**config.mk**
```make
export PLATFORM = sky130hd
export DESIGN_NAME = timer2_counter
export DESIGN_NICKNAME = d
export VERILOG_FILES = /design/src/core/timer2_pkg.sv /design/src/core/timer2_counter.sv
export SDC_FILE = /design/constraint.sdc
export NUM_CORES = 1
export LEC_CHECK = 0
export BUFFER_PORTS_ARGS = -buffer_cell sky130_fd_sc_hd__buf_2
export CAP_MARGIN = 10
export CORE_MARGIN = 1
export CORE_UTILIZATION = 47
export DETAILED_ROUTE_END_ITERATION = 7
export GPL_TIMING_DRIVEN = 1
export HOLD_SLACK_MARGIN = 0.03
export PLACE_DENSITY = 0.86
export SYNTH_ARGS = -nofsm -noshare
export SYNTH_HDL_FRONTEND = slang
export SYNTH_SLANG_ARGS = --single-unit
```
**constraint.sdc**
```tcl
create_clock -name clock -period 3.05 [get_ports clock]
set_clock_uncertainty 0.1 [all_clocks]
set_input_delay 0.61 -clock clock [delete_from_list [all_inputs] [get_ports clock]]
set_output_delay 0.61 -clock clock [all_outputs]
set_load 0.005 [all_outputs]
```
**src/core/timer2_pkg.sv**
```systemverilog
// Constants and types for the timer 2 counter core and prescaler control
// ----------------------------------------------------------------------
// Notes on behaviour
// RQ1: Control register at 0x43, short I/O 0x23.
// RQ2: Sync mode keeps written reset bits asserted.
// RQ3: Clearing sync mode clears both reset bits.
// RQ4: Async reset bit holds third prescaler reset.
// RQ5: Async mode: bit stays until reset done.
// RQ6: No async auto-clear while sync mode set.
// RQ7: Shared reset bit auto-clears unless sync mode.
// RQ8: Power bit one enables the timer.
// RQ9: Counter and compare registers are 8-bit.
// RQ10: Bottom at 0x00, max at 0xFF.
// RQ11: Top is max or compare A by mode.
// RQ12: Clock from I/O clock or crystal.
// RQ13: Clock select zero stops the timer.
// RQ14: Clear, increment or decrement per timer tick.
// RQ15: CPU counter write beats clear and count.
// RQ16: Mode from two A bits, one B bit.
// RQ17: Compare both channels, match sets flag.
// RQ18: Overflow flag set per waveform mode.
// RQ19: All flags visible, each gated by mask.
// RQ20: Compare flag next tick; write-one clears.
// RQ21: Compare double buffering only in PWM modes.
// RQ22: Normal mode overflow flag as counter wraps.
// RQ23: Both prescaler resets release on one edge.
// ----------------------------------------------------------------------
package timer2_pkg;
  localparam logic [7:0] GTC_DATA_ADDR = 8'h43;
  localparam logic [7:0] IO_SPACE_OFS  = 8'h20;
  localparam logic [7:0] GTC_IO_ADDR   = GTC_DATA_ADDR - IO_SPACE_OFS;
  localparam logic [7:0] GTC_RESET     = 8'h00;
  localparam int         SYNC_MODE_BIT = 7;
  localparam int         ASYNC_RST_BIT = 1;
  localparam int         SHARED_RST_BIT = 0;
  localparam logic [7:0] CNT_BOTTOM    = 8'h00;
  localparam logic [7:0] CNT_MAX       = 8'hff;
  localparam logic [2:0] CS_STOP       = 3'h0;
  localparam int         FLAG_OVF      = 0;
  localparam int         FLAG_CMP_A    = 1;
  localparam int         FLAG_CMP_B    = 2;
  localparam int         PRESC_W       = 10;
  localparam logic [9:0] PRESC_MASK [8] = '{10'h000, 10'h000, 10'h007, 10'h01f,
                                          10'h03f, 10'h07f, 10'h0ff, 10'h3ff};

  typedef enum logic [2:0] {
    WM_NORMAL     = 3'h0,
    WM_PHASE_MAX  = 3'h1,
    WM_CTC        = 3'h2,
    WM_FAST_MAX   = 3'h3,
    WM_RSVD4      = 3'h4,
    WM_PHASE_OCRA = 3'h5,
    WM_RSVD6      = 3'h6,
    WM_FAST_OCRA  = 3'h7
  } wave_mode_t;
endpackage

```
**src/core/timer2_counter.sv**
```systemverilog
// Timer 2 counter core with prescaler control register
`timescale 1ns/1ps
module timer2_counter (
  input  wire logic       clock,
  input  wire logic       rst,
  input  wire logic [7:0] io_addr,
  input  wire logic       io_space,
  input  wire logic       io_wr,
  input  wire logic       io_rd,
  input  wire logic [7:0] io_wdata,
  output logic      [7:0] io_rdata,
  input  wire logic       counter_wr,
  input  wire logic [7:0] counter_wdata,
  input  wire logic       compare_a_wr,
  input  wire logic       compare_b_wr,
  input  wire logic [7:0] compare_wdata,
  input  wire logic [2:0] waveform_mode_field,
  input  wire logic [2:0] clock_select_field,
  input  wire logic       async_clock_select,
  input  wire logic       timer_power_reduction_bit,
  input  wire logic       crystal_pin_in,
  output logic            crystal_pin_out,
  input  wire logic [2:0] flag_clear,
  input  wire logic [2:0] irq_ack,
  input  wire logic [2:0] irq_mask_reg,
  output logic      [2:0] irq_flag_reg,
  output logic      [2:0] irq_req,
  output logic      [7:0] counter_value,
  output logic      [7:0] compare_reg_a,
  output logic      [7:0] compare_reg_b,
  output logic            top_hit,
  output logic            bottom_hit,
  output logic            max_hit,
  output logic            timer_tick,
  output logic            shared_prescaler_reset,
  output logic            async_prescaler_reset
);

  // ------------------------------------------------------------
  // Control register decode
  // ------------------------------------------------------------
  logic       sync_hold_mode;
  logic       async_pend_reg;
  logic       release_reg;
  logic       gtc_hit;
  logic       gtc_wr;
  logic [7:0] gtc_value;
  logic       xtal_reg;
  logic       xtal_rise;

  // Short I/O form sees the register below the data-space address
  always_comb begin
    if (io_space && io_addr == timer2_pkg::GTC_IO_ADDR) begin // see RQ1
      gtc_hit = 1'b1;
    end else if (!io_space && io_addr == timer2_pkg::GTC_DATA_ADDR) begin // see RQ1
      gtc_hit = 1'b1;
    end else begin
      gtc_hit = 1'b0;
    end
  end

  assign gtc_wr = io_wr && gtc_hit;
  assign gtc_value = {sync_hold_mode, 5'h00, async_prescaler_reset, shared_prescaler_reset};

  always_ff @(posedge clock) begin
    if (rst) begin
      io_rdata <= timer2_pkg::GTC_RESET;
    end else if (io_rd) begin
      io_rdata <= gtc_hit ? gtc_value : 8'h00;
    end
  end

  // ------------------------------------------------------------
  // Sync mode and prescaler reset bits
  // ------------------------------------------------------------
  always_ff @(posedge clock) begin
    if (rst) begin
      sync_hold_mode <= 1'b0;
    end else if (gtc_wr) begin
      sync_hold_mode <= io_wdata[timer2_pkg::SYNC_MODE_BIT]; // see RQ2
    end
  end

  // Leaving sync mode waits for a pending async reset so both release together
  always_ff @(posedge clock) begin
    if (rst) begin
      release_reg <= 1'b0;
    end else if (gtc_wr && sync_hold_mode && !io_wdata[timer2_pkg::SYNC_MODE_BIT]) begin
      release_reg <= 1'b1; // see RQ23
    end else if (!async_pend_reg) begin
      release_reg <= 1'b0;
    end
  end

  // Async reset done once the crystal domain has taken an edge under reset
  always_ff @(posedge clock) begin
    if (rst) begin
      async_pend_reg <= 1'b0;
    end else if (gtc_wr && io_wdata[timer2_pkg::ASYNC_RST_BIT] && async_clock_select) begin
      async_pend_reg <= 1'b1; // see RQ5
    // A pending flag outliving its reset bit would stall the shared release
    end else if (xtal_rise || !async_clock_select || !async_prescaler_reset) begin
      async_pend_reg <= 1'b0;
    end
  end

  always_ff @(posedge clock) begin
    if (rst) begin
      async_prescaler_reset  <= 1'b0;
      shared_prescaler_reset <= 1'b0;
    end else if (gtc_wr && sync_hold_mode && !io_wdata[timer2_pkg::SYNC_MODE_BIT]) begin
      // Bits stay up one more cycle, longer while an async reset is pending, and drop together
      async_prescaler_reset  <= async_prescaler_reset | io_wdata[timer2_pkg::ASYNC_RST_BIT]; // see RQ3
      shared_prescaler_reset <= shared_prescaler_reset | io_wdata[timer2_pkg::SHARED_RST_BIT]; // see RQ3
    end else if (gtc_wr) begin
      async_prescaler_reset  <= io_wdata[timer2_pkg::ASYNC_RST_BIT]; // see RQ2
      shared_prescaler_reset <= io_wdata[timer2_pkg::SHARED_RST_BIT]; // see RQ2
    end else if (!sync_hold_mode) begin // see RQ6
      if (!async_pend_reg) begin
        async_prescaler_reset <= 1'b0; // see RQ4
      end
      if (!(release_reg && async_pend_reg)) begin
        shared_prescaler_reset <= 1'b0; // see RQ7
      end
    end
  end

  // ------------------------------------------------------------
  // Clock source and prescaler
  // ------------------------------------------------------------
  logic                             base_tick;
  logic [timer2_pkg::PRESC_W-1:0]   presc_reg;
  logic [timer2_pkg::PRESC_W-1:0]   tap_mask;

  always_ff @(posedge clock) begin
    if (rst) begin
      xtal_reg        <= 1'b0;
      crystal_pin_out <= 1'b1;
    end else begin
      xtal_reg        <= crystal_pin_in;
      crystal_pin_out <= !crystal_pin_in;
    end
  end

  assign xtal_rise = crystal_pin_in && !xtal_reg;
  assign base_tick = async_clock_select ? xtal_rise : 1'b1; // see RQ12
  assign tap_mask  = timer2_pkg::PRESC_MASK[clock_select_field];

  always_ff @(posedge clock) begin
    if (rst || async_prescaler_reset) begin
      presc_reg <= '0; // see RQ4
    end else if (base_tick) begin
      presc_reg <= presc_reg + 10'h001;
    end
  end

  // Held async reset halts the timer so synced timers start on one edge
  assign timer_tick = timer_power_reduction_bit // see RQ8
                   && clock_select_field != timer2_pkg::CS_STOP // see RQ13
                   && !async_prescaler_reset && base_tick
                   && (presc_reg & tap_mask) == tap_mask;

  // ------------------------------------------------------------
  // Mode decode and compare registers
  // ------------------------------------------------------------
  timer2_pkg::wave_mode_t mode;
  logic       phase_mode;
  logic       fast_mode;
  logic       pwm_mode;
  logic [7:0] top_value;
  logic [7:0] buf_a_reg;
  logic [7:0] buf_b_reg;
  logic       dir_reg;
  logic       count_down;
  logic       at_top;
  logic       reload;

  assign mode       = timer2_pkg::wave_mode_t'(waveform_mode_field); // see RQ16
  assign phase_mode = mode == timer2_pkg::WM_PHASE_MAX || mode == timer2_pkg::WM_PHASE_OCRA;
  assign fast_mode  = mode == timer2_pkg::WM_FAST_MAX || mode == timer2_pkg::WM_FAST_OCRA;
  assign pwm_mode   = phase_mode || fast_mode;
  assign top_value  = (mode == timer2_pkg::WM_CTC || mode == timer2_pkg::WM_PHASE_OCRA
                       || mode == timer2_pkg::WM_FAST_OCRA) ? compare_reg_a : timer2_pkg::CNT_MAX; // see RQ11
  assign at_top     = counter_value == top_value;
  assign top_hit    = at_top; // see RQ11
  assign bottom_hit = counter_value == timer2_pkg::CNT_BOTTOM; // see RQ10
  assign max_hit    = counter_value == timer2_pkg::CNT_MAX; // see RQ10
  // Phase modes turn round at top and at bottom
  assign count_down = phase_mode && (dir_reg ? !bottom_hit : at_top); // see RQ14
  assign reload     = pwm_mode && timer_tick && at_top && !dir_reg;

  always_ff @(posedge clock) begin
    if (rst) begin
      buf_a_reg <= 8'h00;
      buf_b_reg <= 8'h00;
    end else begin
      if (compare_a_wr) begin
        buf_a_reg <= compare_wdata;
      end
      if (compare_b_wr) begin
        buf_b_reg <= compare_wdata;
      end
    end
  end

  // Buffered copy lands at top so no odd-length pulse appears
  always_ff @(posedge clock) begin
    if (rst) begin
      compare_reg_a <= 8'h00; // see RQ9
      compare_reg_b <= 8'h00;
    end else if (!pwm_mode) begin
      if (compare_a_wr) begin
        compare_reg_a <= compare_wdata; // see RQ21
      end
      if (compare_b_wr) begin
        compare_reg_b <= compare_wdata; // see RQ21
      end
    end else if (reload) begin
      compare_reg_a <= buf_a_reg; // see RQ21
      compare_reg_b <= buf_b_reg; // see RQ21
    end
  end

  // ------------------------------------------------------------
  // Counter
  // ------------------------------------------------------------
  logic clear_now;
  logic block_reg;

  assign clear_now = (mode == timer2_pkg::WM_CTC || fast_mode) && at_top;

  always_ff @(posedge clock) begin
    if (rst) begin
      counter_value <= timer2_pkg::CNT_BOTTOM;
    end else if (counter_wr) begin
      counter_value <= counter_wdata; // see RQ15
    end else if (timer_tick) begin
      if (clear_now) begin
        counter_value <= timer2_pkg::CNT_BOTTOM; // see RQ14
      end else if (count_down) begin
        counter_value <= counter_value - 8'h01; // see RQ14
      end else begin
        counter_value <= counter_value + 8'h01; // see RQ22
      end
    end
  end

  always_ff @(posedge clock) begin
    if (rst) begin
      dir_reg <= 1'b0;
    end else if (!phase_mode) begin
      dir_reg <= 1'b0;
    end else if (timer_tick && !counter_wr) begin
      dir_reg <= count_down;
    end
  end

  // A counter write masks the match on the following tick
  always_ff @(posedge clock) begin
    if (rst) begin
      block_reg <= 1'b0;
    end else if (counter_wr) begin
      block_reg <= 1'b1;
    end else if (timer_tick) begin
      block_reg <= 1'b0;
    end
  end

  // ------------------------------------------------------------
  // Flags
  // ------------------------------------------------------------
  logic [2:0] flag_set;
  logic       ovf_event;

  always_comb begin
    if (mode == timer2_pkg::WM_NORMAL || mode == timer2_pkg::WM_CTC) begin
      ovf_event = max_hit; // see RQ22
    end else if (fast_mode) begin
      ovf_event = at_top; // see RQ18
    end else if (phase_mode) begin
      ovf_event = bottom_hit; // see RQ18
    end else begin
      ovf_event = 1'b0;
    end
  end

  always_comb begin
    flag_set = 3'h0;
    if (timer_tick && !counter_wr) begin
      flag_set[timer2_pkg::FLAG_OVF]   = ovf_event; // see RQ18
      flag_set[timer2_pkg::FLAG_CMP_A] = !block_reg && counter_value == compare_reg_a; // see RQ17
      flag_set[timer2_pkg::FLAG_CMP_B] = !block_reg && counter_value == compare_reg_b; // see RQ17
    end
  end

  // A set in the same cycle as a clear wins
  always_ff @(posedge clock) begin
    if (rst) begin
      irq_flag_reg <= 3'h0;
    end else begin
      irq_flag_reg <= (irq_flag_reg & ~(flag_clear | irq_ack)) | flag_set; // see RQ20
    end
  end

  assign irq_req = irq_flag_reg & irq_mask_reg; // see RQ19

  // ------------------------------------------------------------
  // Checks
  // ------------------------------------------------------------
  chk_io_decode: assert property (@(posedge clock) disable iff (rst) // see RQ1
    io_wr && io_space && io_addr == timer2_pkg::GTC_IO_ADDR && io_wdata[timer2_pkg::SYNC_MODE_BIT]
    |=> sync_hold_mode)
    else $error("short I/O write did not reach control register");

  chk_hold_kept: assert property (@(posedge clock) disable iff (rst) // see RQ6
    sync_hold_mode && !io_wr |=> $stable(async_prescaler_reset) && $stable(shared_prescaler_reset))
    else $error("reset bit moved while sync mode held");

  chk_release_both: assert property (@(posedge clock) disable iff (rst) // see RQ3
    gtc_wr && sync_hold_mode && !io_wdata[timer2_pkg::SYNC_MODE_BIT] && !async_pend_reg
    && !io_wdata[timer2_pkg::ASYNC_RST_BIT] |=> ##1
    !shared_prescaler_reset && !async_prescaler_reset)
    else $error("leaving sync mode did not clear reset bits");

  chk_shared_clr: assert property (@(posedge clock) disable iff (rst) // see RQ7
    shared_prescaler_reset && !sync_hold_mode && !release_reg && !io_wr |=> !shared_prescaler_reset)
    else $error("shared reset bit not cleared");

  chk_async_hold: assert property (@(posedge clock) disable iff (rst) // see RQ5
    async_pend_reg && !gtc_wr |-> async_prescaler_reset || sync_hold_mode)
    else $error("async reset bit dropped before completion");

  chk_stop_tick: assert property (@(posedge clock) disable iff (rst) // see RQ13
    clock_select_field == timer2_pkg::CS_STOP || !timer_power_reduction_bit |-> !timer_tick)
    else $error("timer ticked while stopped or disabled");

  chk_write_prio: assert property (@(posedge clock) disable iff (rst) // see RQ15
    counter_wr |=> counter_value == $past(counter_wdata))
    else $error("counter write lost to count");

  chk_normal_wrap: assert property (@(posedge clock) disable iff (rst) // see RQ22
    mode == timer2_pkg::WM_NORMAL && timer_tick && !counter_wr && counter_value == timer2_pkg::CNT_MAX
    |=> counter_value == timer2_pkg::CNT_BOTTOM && irq_flag_reg[timer2_pkg::FLAG_OVF])
    else $error("normal mode wrap without overflow flag");

  chk_cmp_flag: assert property (@(posedge clock) disable iff (rst) // see RQ20
    timer_tick && !counter_wr && !block_reg && counter_value == compare_reg_a
    |=> irq_flag_reg[timer2_pkg::FLAG_CMP_A])
    else $error("compare A flag not set after match");

endmodule // timer2_counter

```
Word-level counts from Yosys, hierarchy flattened
Memories as Yosys holds them, arrays and structs flattened.
Cells that the tools add are included.
{"block": "op_classes", "reduce_logical": 53, "order_cmp": 1, "bitwise_logic": 10, "eq_ne": 17, "muxes": 35, "n_addsub": 3}
{"operator": "two-way mux 8 bit", "n": 12}
{"operator": "== test 8 bit", "n": 3}
{"operator": "logical AND 1 bit", "n": 21}
{"operator": "two-way mux 1 bit", "n": 20}
{"operator": "two-way mux 10 bit", "n": 2}
{"operator": "adder 10 x 1 -> 10 bit (second input constant)", "n": 1}
{"operator": "AND 10 bit", "n": 1}
{"operator": "== test 10 bit", "n": 1}
{"operator": "zero test 1 bit", "n": 10}
{"operator": "logical OR 1 bit", "n": 10}
{"operator": "adder 8 x 1 -> 8 bit (second input constant)", "n": 1}
{"operator": "== test 8 x 6 -> 1 bit (second input constant)", "n": 1}
{"operator": "== test 8 x 7 -> 1 bit (second input constant)", "n": 1}
{"operator": "== test 8 bit (second input constant)", "n": 1}
{"operator": "zero test 8 bit", "n": 1}
{"operator": "AND reduction 2 bit", "n": 4}
{"operator": "nonzero test 2 bit", "n": 4}
{"operator": "subtractor 8 x 1 -> 8 bit (second input constant)", "n": 1}
{"operator": "AND 3 bit", "n": 2}
{"operator": "== test 3 x 2 -> 1 bit (second input constant)", "n": 2}
{"operator": "== test 3 bit (second input constant)", "n": 2}
{"operator": "!= test 3 x 1 -> 1 bit (second input constant)", "n": 2}
{"operator": "bitwise OR 3 bit", "n": 2}
{"operator": "greater-or-equal comparator 4 bit (second input constant)", "n": 1}
{"operator": "11 further kinds", "n": 13}
{"block": "word_totals", "inputBits": 58, "romBits": 80, "output_inout_bits": 45, "memories": 1, "register_bits": 70, "elab_cells": 137}
{"memory": "(name not given)", "words": 8, "word_bits": 10, "read_ports": 1, "rd_ports_with_merged_regs": 0, "wr": 0, "line": "timer2_counter.sv:147", "text": "assign tap_mask = timer2_pkg::PRESC_MASK[clock_select_field];"}

Longest topological paths before layout
{"block": "depth", "ltp_word": 12, "ltp_mapped": 14, "ltp_nobuf": 13}

Worst setup path before layout
Ideal clock, no wire load.
{"block": "synth_path", "kind": "reg2reg", "from": "register counter_value[1]", "to": "register counter_value[7]", "t_required_ns": 2.875, "path_slack_ns": -0.175, "stages_incl_launch_ff": 13, "arrival_time_ns": 3.050, "period_less_slack_ns": 3.225, "n_path_buf": 0, "path_cell_list": "dfxtp_1 > o22ai_1 > or4_4 > a21oi_4 > o2111a_2 > ha_1 > a21o_1 > a211oi_1 > o21bai_1 > a21o_1 > a21oi_1 > xor3_1 > o22ai_1"}
{"item": "start: declaration", "line": "timer2_counter.sv:28", "text": "output logic [7:0] counter_value,"}
{"item": "start signal: assignment", "line": "timer2_counter.sv:234", "text": "counter_value <= timer2_pkg::CNT_BOTTOM;"}
{"item": "start signal: assignment", "line": "timer2_counter.sv:236", "text": "counter_value <= counter_wdata;"}
{"item": "start signal: assignment", "line": "timer2_counter.sv:239", "text": "counter_value <= timer2_pkg::CNT_BOTTOM;"}
{"item": "== test 8 bit", "line": "timer2_counter.sv:184", "text": "assign at_top = counter_value == top_value;"}
{"item": "net top_hit", "line": "timer2_counter.sv:31", "text": "output logic top_hit,"}
{"item": "two-way mux 1 bit", "line": "timer2_counter.sv:189", "text": "assign count_down = phase_mode && (dir_reg ? !bottom_hit : at_top);"}
{"item": "logical AND 1 bit", "line": "timer2_counter.sv:189"}
{"item": "net count_down", "line": "timer2_counter.sv:174", "text": "logic count_down;"}
{"item": "two-way mux 8 bit", "line": "timer2_counter.sv:240", "text": "end else if (count_down) begin"}
{"item": "two-way mux 8 bit", "line": "timer2_counter.sv:238", "text": "if (clear_now) begin"}
{"item": "two-way mux 8 bit", "line": "timer2_counter.sv:237", "text": "end else if (timer_tick) begin"}
{"item": "two-way mux 8 bit", "line": "timer2_counter.sv:235", "text": "end else if (counter_wr) begin"}
The timed path passes the listed nets, and every way through them passes these cells. The select of a mux whose other input is x is not followed.
A chain may end at the register's enable or synchronous reset.

Worst setup path after layout
{"block": "layout_path", "from": "register counter_value[7]", "to": "output port bottom_hit"}
{"block": "layout_via", "elab_chain_cells": 1}
{"item": "zero test 8 bit", "line": "timer2_counter.sv:186", "text": "assign bottom_hit = counter_value == timer2_pkg::CNT_BOTTOM;"}
{"item": "end: declaration", "line": "timer2_counter.sv:32", "text": "output logic bottom_hit,"}
No other way between the ends.

==> metrics <==
DR WL/cell=15.88 µm; min-delay worst type=register to register; slew margin rel.=between 60 and 70%; Req. time, crit path=2.34 ns; max-slew violations=0; run status=finished with violations; Avg Inst Size Synth=~9 µm²; ant diodes=0; total track usage=25.65%; Post-synth ARST share=0%; RSZ-0062 raised after global routing=yes; clock slew at reported path FFs=0.08 ns; path depth of the worst reg2reg path=13; TritonCTS clock tree=yes; crit path launch type=register; number of I/O pins=approximately 100; total congestion overflow=0; commonest non-fill, non-tap cells in the layout=buf_2 (91), nor2_1 (57), dfxtp_1 (52); routed vias/inst=between 5 and 6; violated checks=setup timing; Final HPWL DP=approximately 6500 µm; Util after Layout=about two thirds; IO buf count=between 90 and 100; final worst path period share=101.0%; power density cells=approximately 440 mW/mm²; CTS sink count=between 60 and 70; # setup viols final=3; vias in the first global route=3304; Clock Root Buffer=clkbuf_8; final hold vios=0; worst r2r dst=counter_value[7]$_SDFFE_PP0P_; Achievable Freq=between 0.3 and 0.4 GHz; YS warnings=0; routed via count=around 3400; hold depth=2; total wire length=9785 µm; initial antenna violation count=0; Rows=30; worst-path maximum fanout=4; Finished Layout Cells=a little over 600; Placed Cells=between 500 and 600; H-tree levels=3; initial DRC count=176; crit end category=output port; sequential area share after synthesis=37.59%; Period minus WS final=between 3 and 4 ns; Post-synth EDFFs=0; hold path endpoint=io_rdata[1]$_SDFFE_PP0P_; ys flop type=dfxtp_1; P_leak=2.202 nW; worst skew pair latency=~0.36 ns; largest net degree at the start of global routing=35; worst reg2reg setup slack=-0.01 ns; most frequent CP cell=buf_4; Gate Count Post-Synth=around 400; Crit Reg-Reg Startpoint=counter_value[1]$_SDFFE_PP0P_; gpl congestion=0.8951; layout net count=between 500 and 600; commonest non-fill, non-tap cell in the layout=buf_2; Die Y=about 90 µm; HP Start=io_rdata[1]$_SDFFE_PP0P_; layout cells sized above 1=37.88%; CTS buffer count=9; 1st-pass router iterations=5; maximum vdd ir drop=between 200 and 300 µV; core area=a little under 0.007 mm²; Worst EP arrival=roughly 2.4 ns; critical path cell sequence=buf_6 -> buf_4 -> or4_4 -> nor2_4 -> buf_4 -> buf_4 -> buf_4 -> buf_4 -> buf_4 -> buf_4 -> buf_4 -> buf_4 -> buf_6; #FFs+latches synth=65; die area=0.007713 mm²; Worst Tran Pin Value=approximately 0.50 ns; max incr delay on CP=roughly 0.43 ns; max reg flops=10; final setup margin=-0.02922 ns; number of max-cap violations=0; Clock Path Buffers=2; Post-route DRC=0; antenna viol nets, final=0; Synth-to-Final Area Change=33.47%; Crit path max-delay family=buffers and inverters; initial core utilization=roughly half; WP buf/inv=11; global-route wire length before repair=between 15000 and 20000 µm; Synth cell types=59; mapped cell area=about 0.0035 mm²; die span in x=87.83 µm; WS Path Type=register to output port; slowest CP cell=or4_4
==> worst register-to-register path, stage by stage, from the launching register on <==
cell	delay, ns
dfxtp_4	0.35
nor2b_1	0.16
a2111oi_4	0.43
nand3_2	0.14
a21oi_4	0.15
o2111a_2	0.28
ha_4	0.23
a21o_1	0.17
a211oi_2	0.18
o21bai_1	0.11
a21o_1	0.19
a21oi_2	0.15
xor3_1	0.24
o22ai_1	0.11
==> per-layer routing <==
| metal | global-route usage (%) | share of wire (%) | up-vias | routed length, µm |
|---|---|---|---|---|
| met2 | 43.55 | 50 | 143 | 4865 |
| met1 | 29.36 | 41 | 1595 | 3983 |
| met3 | 4.901 | 6.0 | 36 | 584 |
| met4 | 16.99 | 3.6 | 0 | 352 |
| met5 | 0 | 0 | - | 0 |
| li1 | - | - | 1606 | - |
==> through the flow <==
stage / total power [mW] / instance area, µm² / hold slack (ns) / worst slack [ns] / setup TNS [ns]
6_report: 2.012 / 4621 / 0.3645 / -0.02922 / -0.04739
3_5_place_dp: 1.223 / 4179 / 0.3583 / -0.2102 / -0.4451
4_1_cts: 1.995 / 4574 / 0.3696 / -0.04134 / -0.04134
2_1_floorplan: 1.107 / 3508 / 0.3465 / -0.03327 / -0.06377
3_3_place_gp: 1.210 / 4179 / 0.3504 / -0.08140 / -0.1527
5_1_grt: 2.096 / 4621 / 0.3943 / -0.1333 / -0.4958
==> how the worst max path moves through the flow <==
stage / end / start / cells after the start
2_1_floorplan: counter_value[6]$_SDFFE_PP0P_ / counter_value[2]$_SDFFE_PP0P_ / 13
3_5_place_dp: counter_value[7]$_SDFFE_PP0P_ / waveform_mode_field[2] / 14
5_1_grt: counter_value[7]$_SDFFE_PP0P_ / counter_value[1]$_SDFFE_PP0P_ / 13
6_report: bottom_hit / counter_value[7]$_SDFFE_PP0P_ / 13
4_1_cts: counter_value[7]$_SDFFE_PP0P_ / compare_reg_a[7]$_SDFFE_PP0P_ / 13
3_3_place_gp: counter_value[7]$_SDFFE_PP0P_ / waveform_mode_field[2] / 14
==> logic make-up (layout without fill, tap and decap cells) <==
family | count (synthesis) | count (layout) | share of synthesized area (%)
other | 1 | 5 | 0.1083
AND/OR/NAND/NOR | 144 | 144 | 21.32
XOR/XNOR | 21 | 21 | 5.746
buffers and inverters | 39 | 166 | 5.312
AO/OA/AOI/OAI | 75 | 75 | 16.05
multiplexers | 36 | 36 | 10.77
flip-flops | 65 | 65 | 37.59
adder cells (fa/ha/maj) | 8 | 8 | 3.108
==> what timing repair did <==
action,4_1_cts,5_1_grt
pin swaps,18,11
gates resized for setup,31,8
hold buffers,0,0
setup buffers,14,1
endpoints found under the setup margin,2,5
==> layout make-up <==
type / count / area, µm²
Fill cell: 536 / 2323
Sequential cell: 65 / 1330
Multi-Input combinational cell: 289 / 2100
Inverter: 15 / 61.31
Clock buffer: 9 / 123.9
Timing Repair Buffer: 135 / 808.3
Clock inverter: 7 / 77.57
Tap cell: 96 / 120.1
==> power breakdown <==
| part | total (mW) | switching, mW | internal (mW) |
|---|---|---|---|
| sequential | 0.914 | 0.0330 | 0.881 |
| combinational | 0.347 | 0.167 | 0.180 |
| clock | 0.751 | 0.367 | 0.384 |
==> cells in the mapped netlist, types with 2 or more instances <==
cell	count	share of area, %
nor2_1	58	6.3
nand3_1	5	0.72
a21oi_1	25	3.6
ha_1	7	2.5
o21ai_0	6	0.87
a21o_1	11	2.4
nor4_1	5	0.90
nand2_1	17	1.8
buf_6	2	0.65
and3b_1	2	0.51
and2_1	4	0.72
a222oi_1	6	1.7
a31oi_1	2	0.36
mux2_2	2	0.65
nand3b_1	2	0.43
clkbuf_1	14	1.5
nand4_1	2	0.36
buf_4	6	1.3
xnor2_1	6	1.5
nor2b_1	23	4.2
buf_1	2	0.22
xor2_1	14	3.5
a41o_1	2	0.58
mux2_1	8	2.6
mux2i_1	26	7.5
o21bai_1	2	0.43
nand2b_1	10	1.8
or4_1	3	0.65
inv_1	14	1.5
dfxtp_1	65	38
a22oi_1	3	0.65
or3_1	2	0.36
o22ai_1	5	0.90
and3_1	3	0.54
Power figures use the tool's default switching activity.
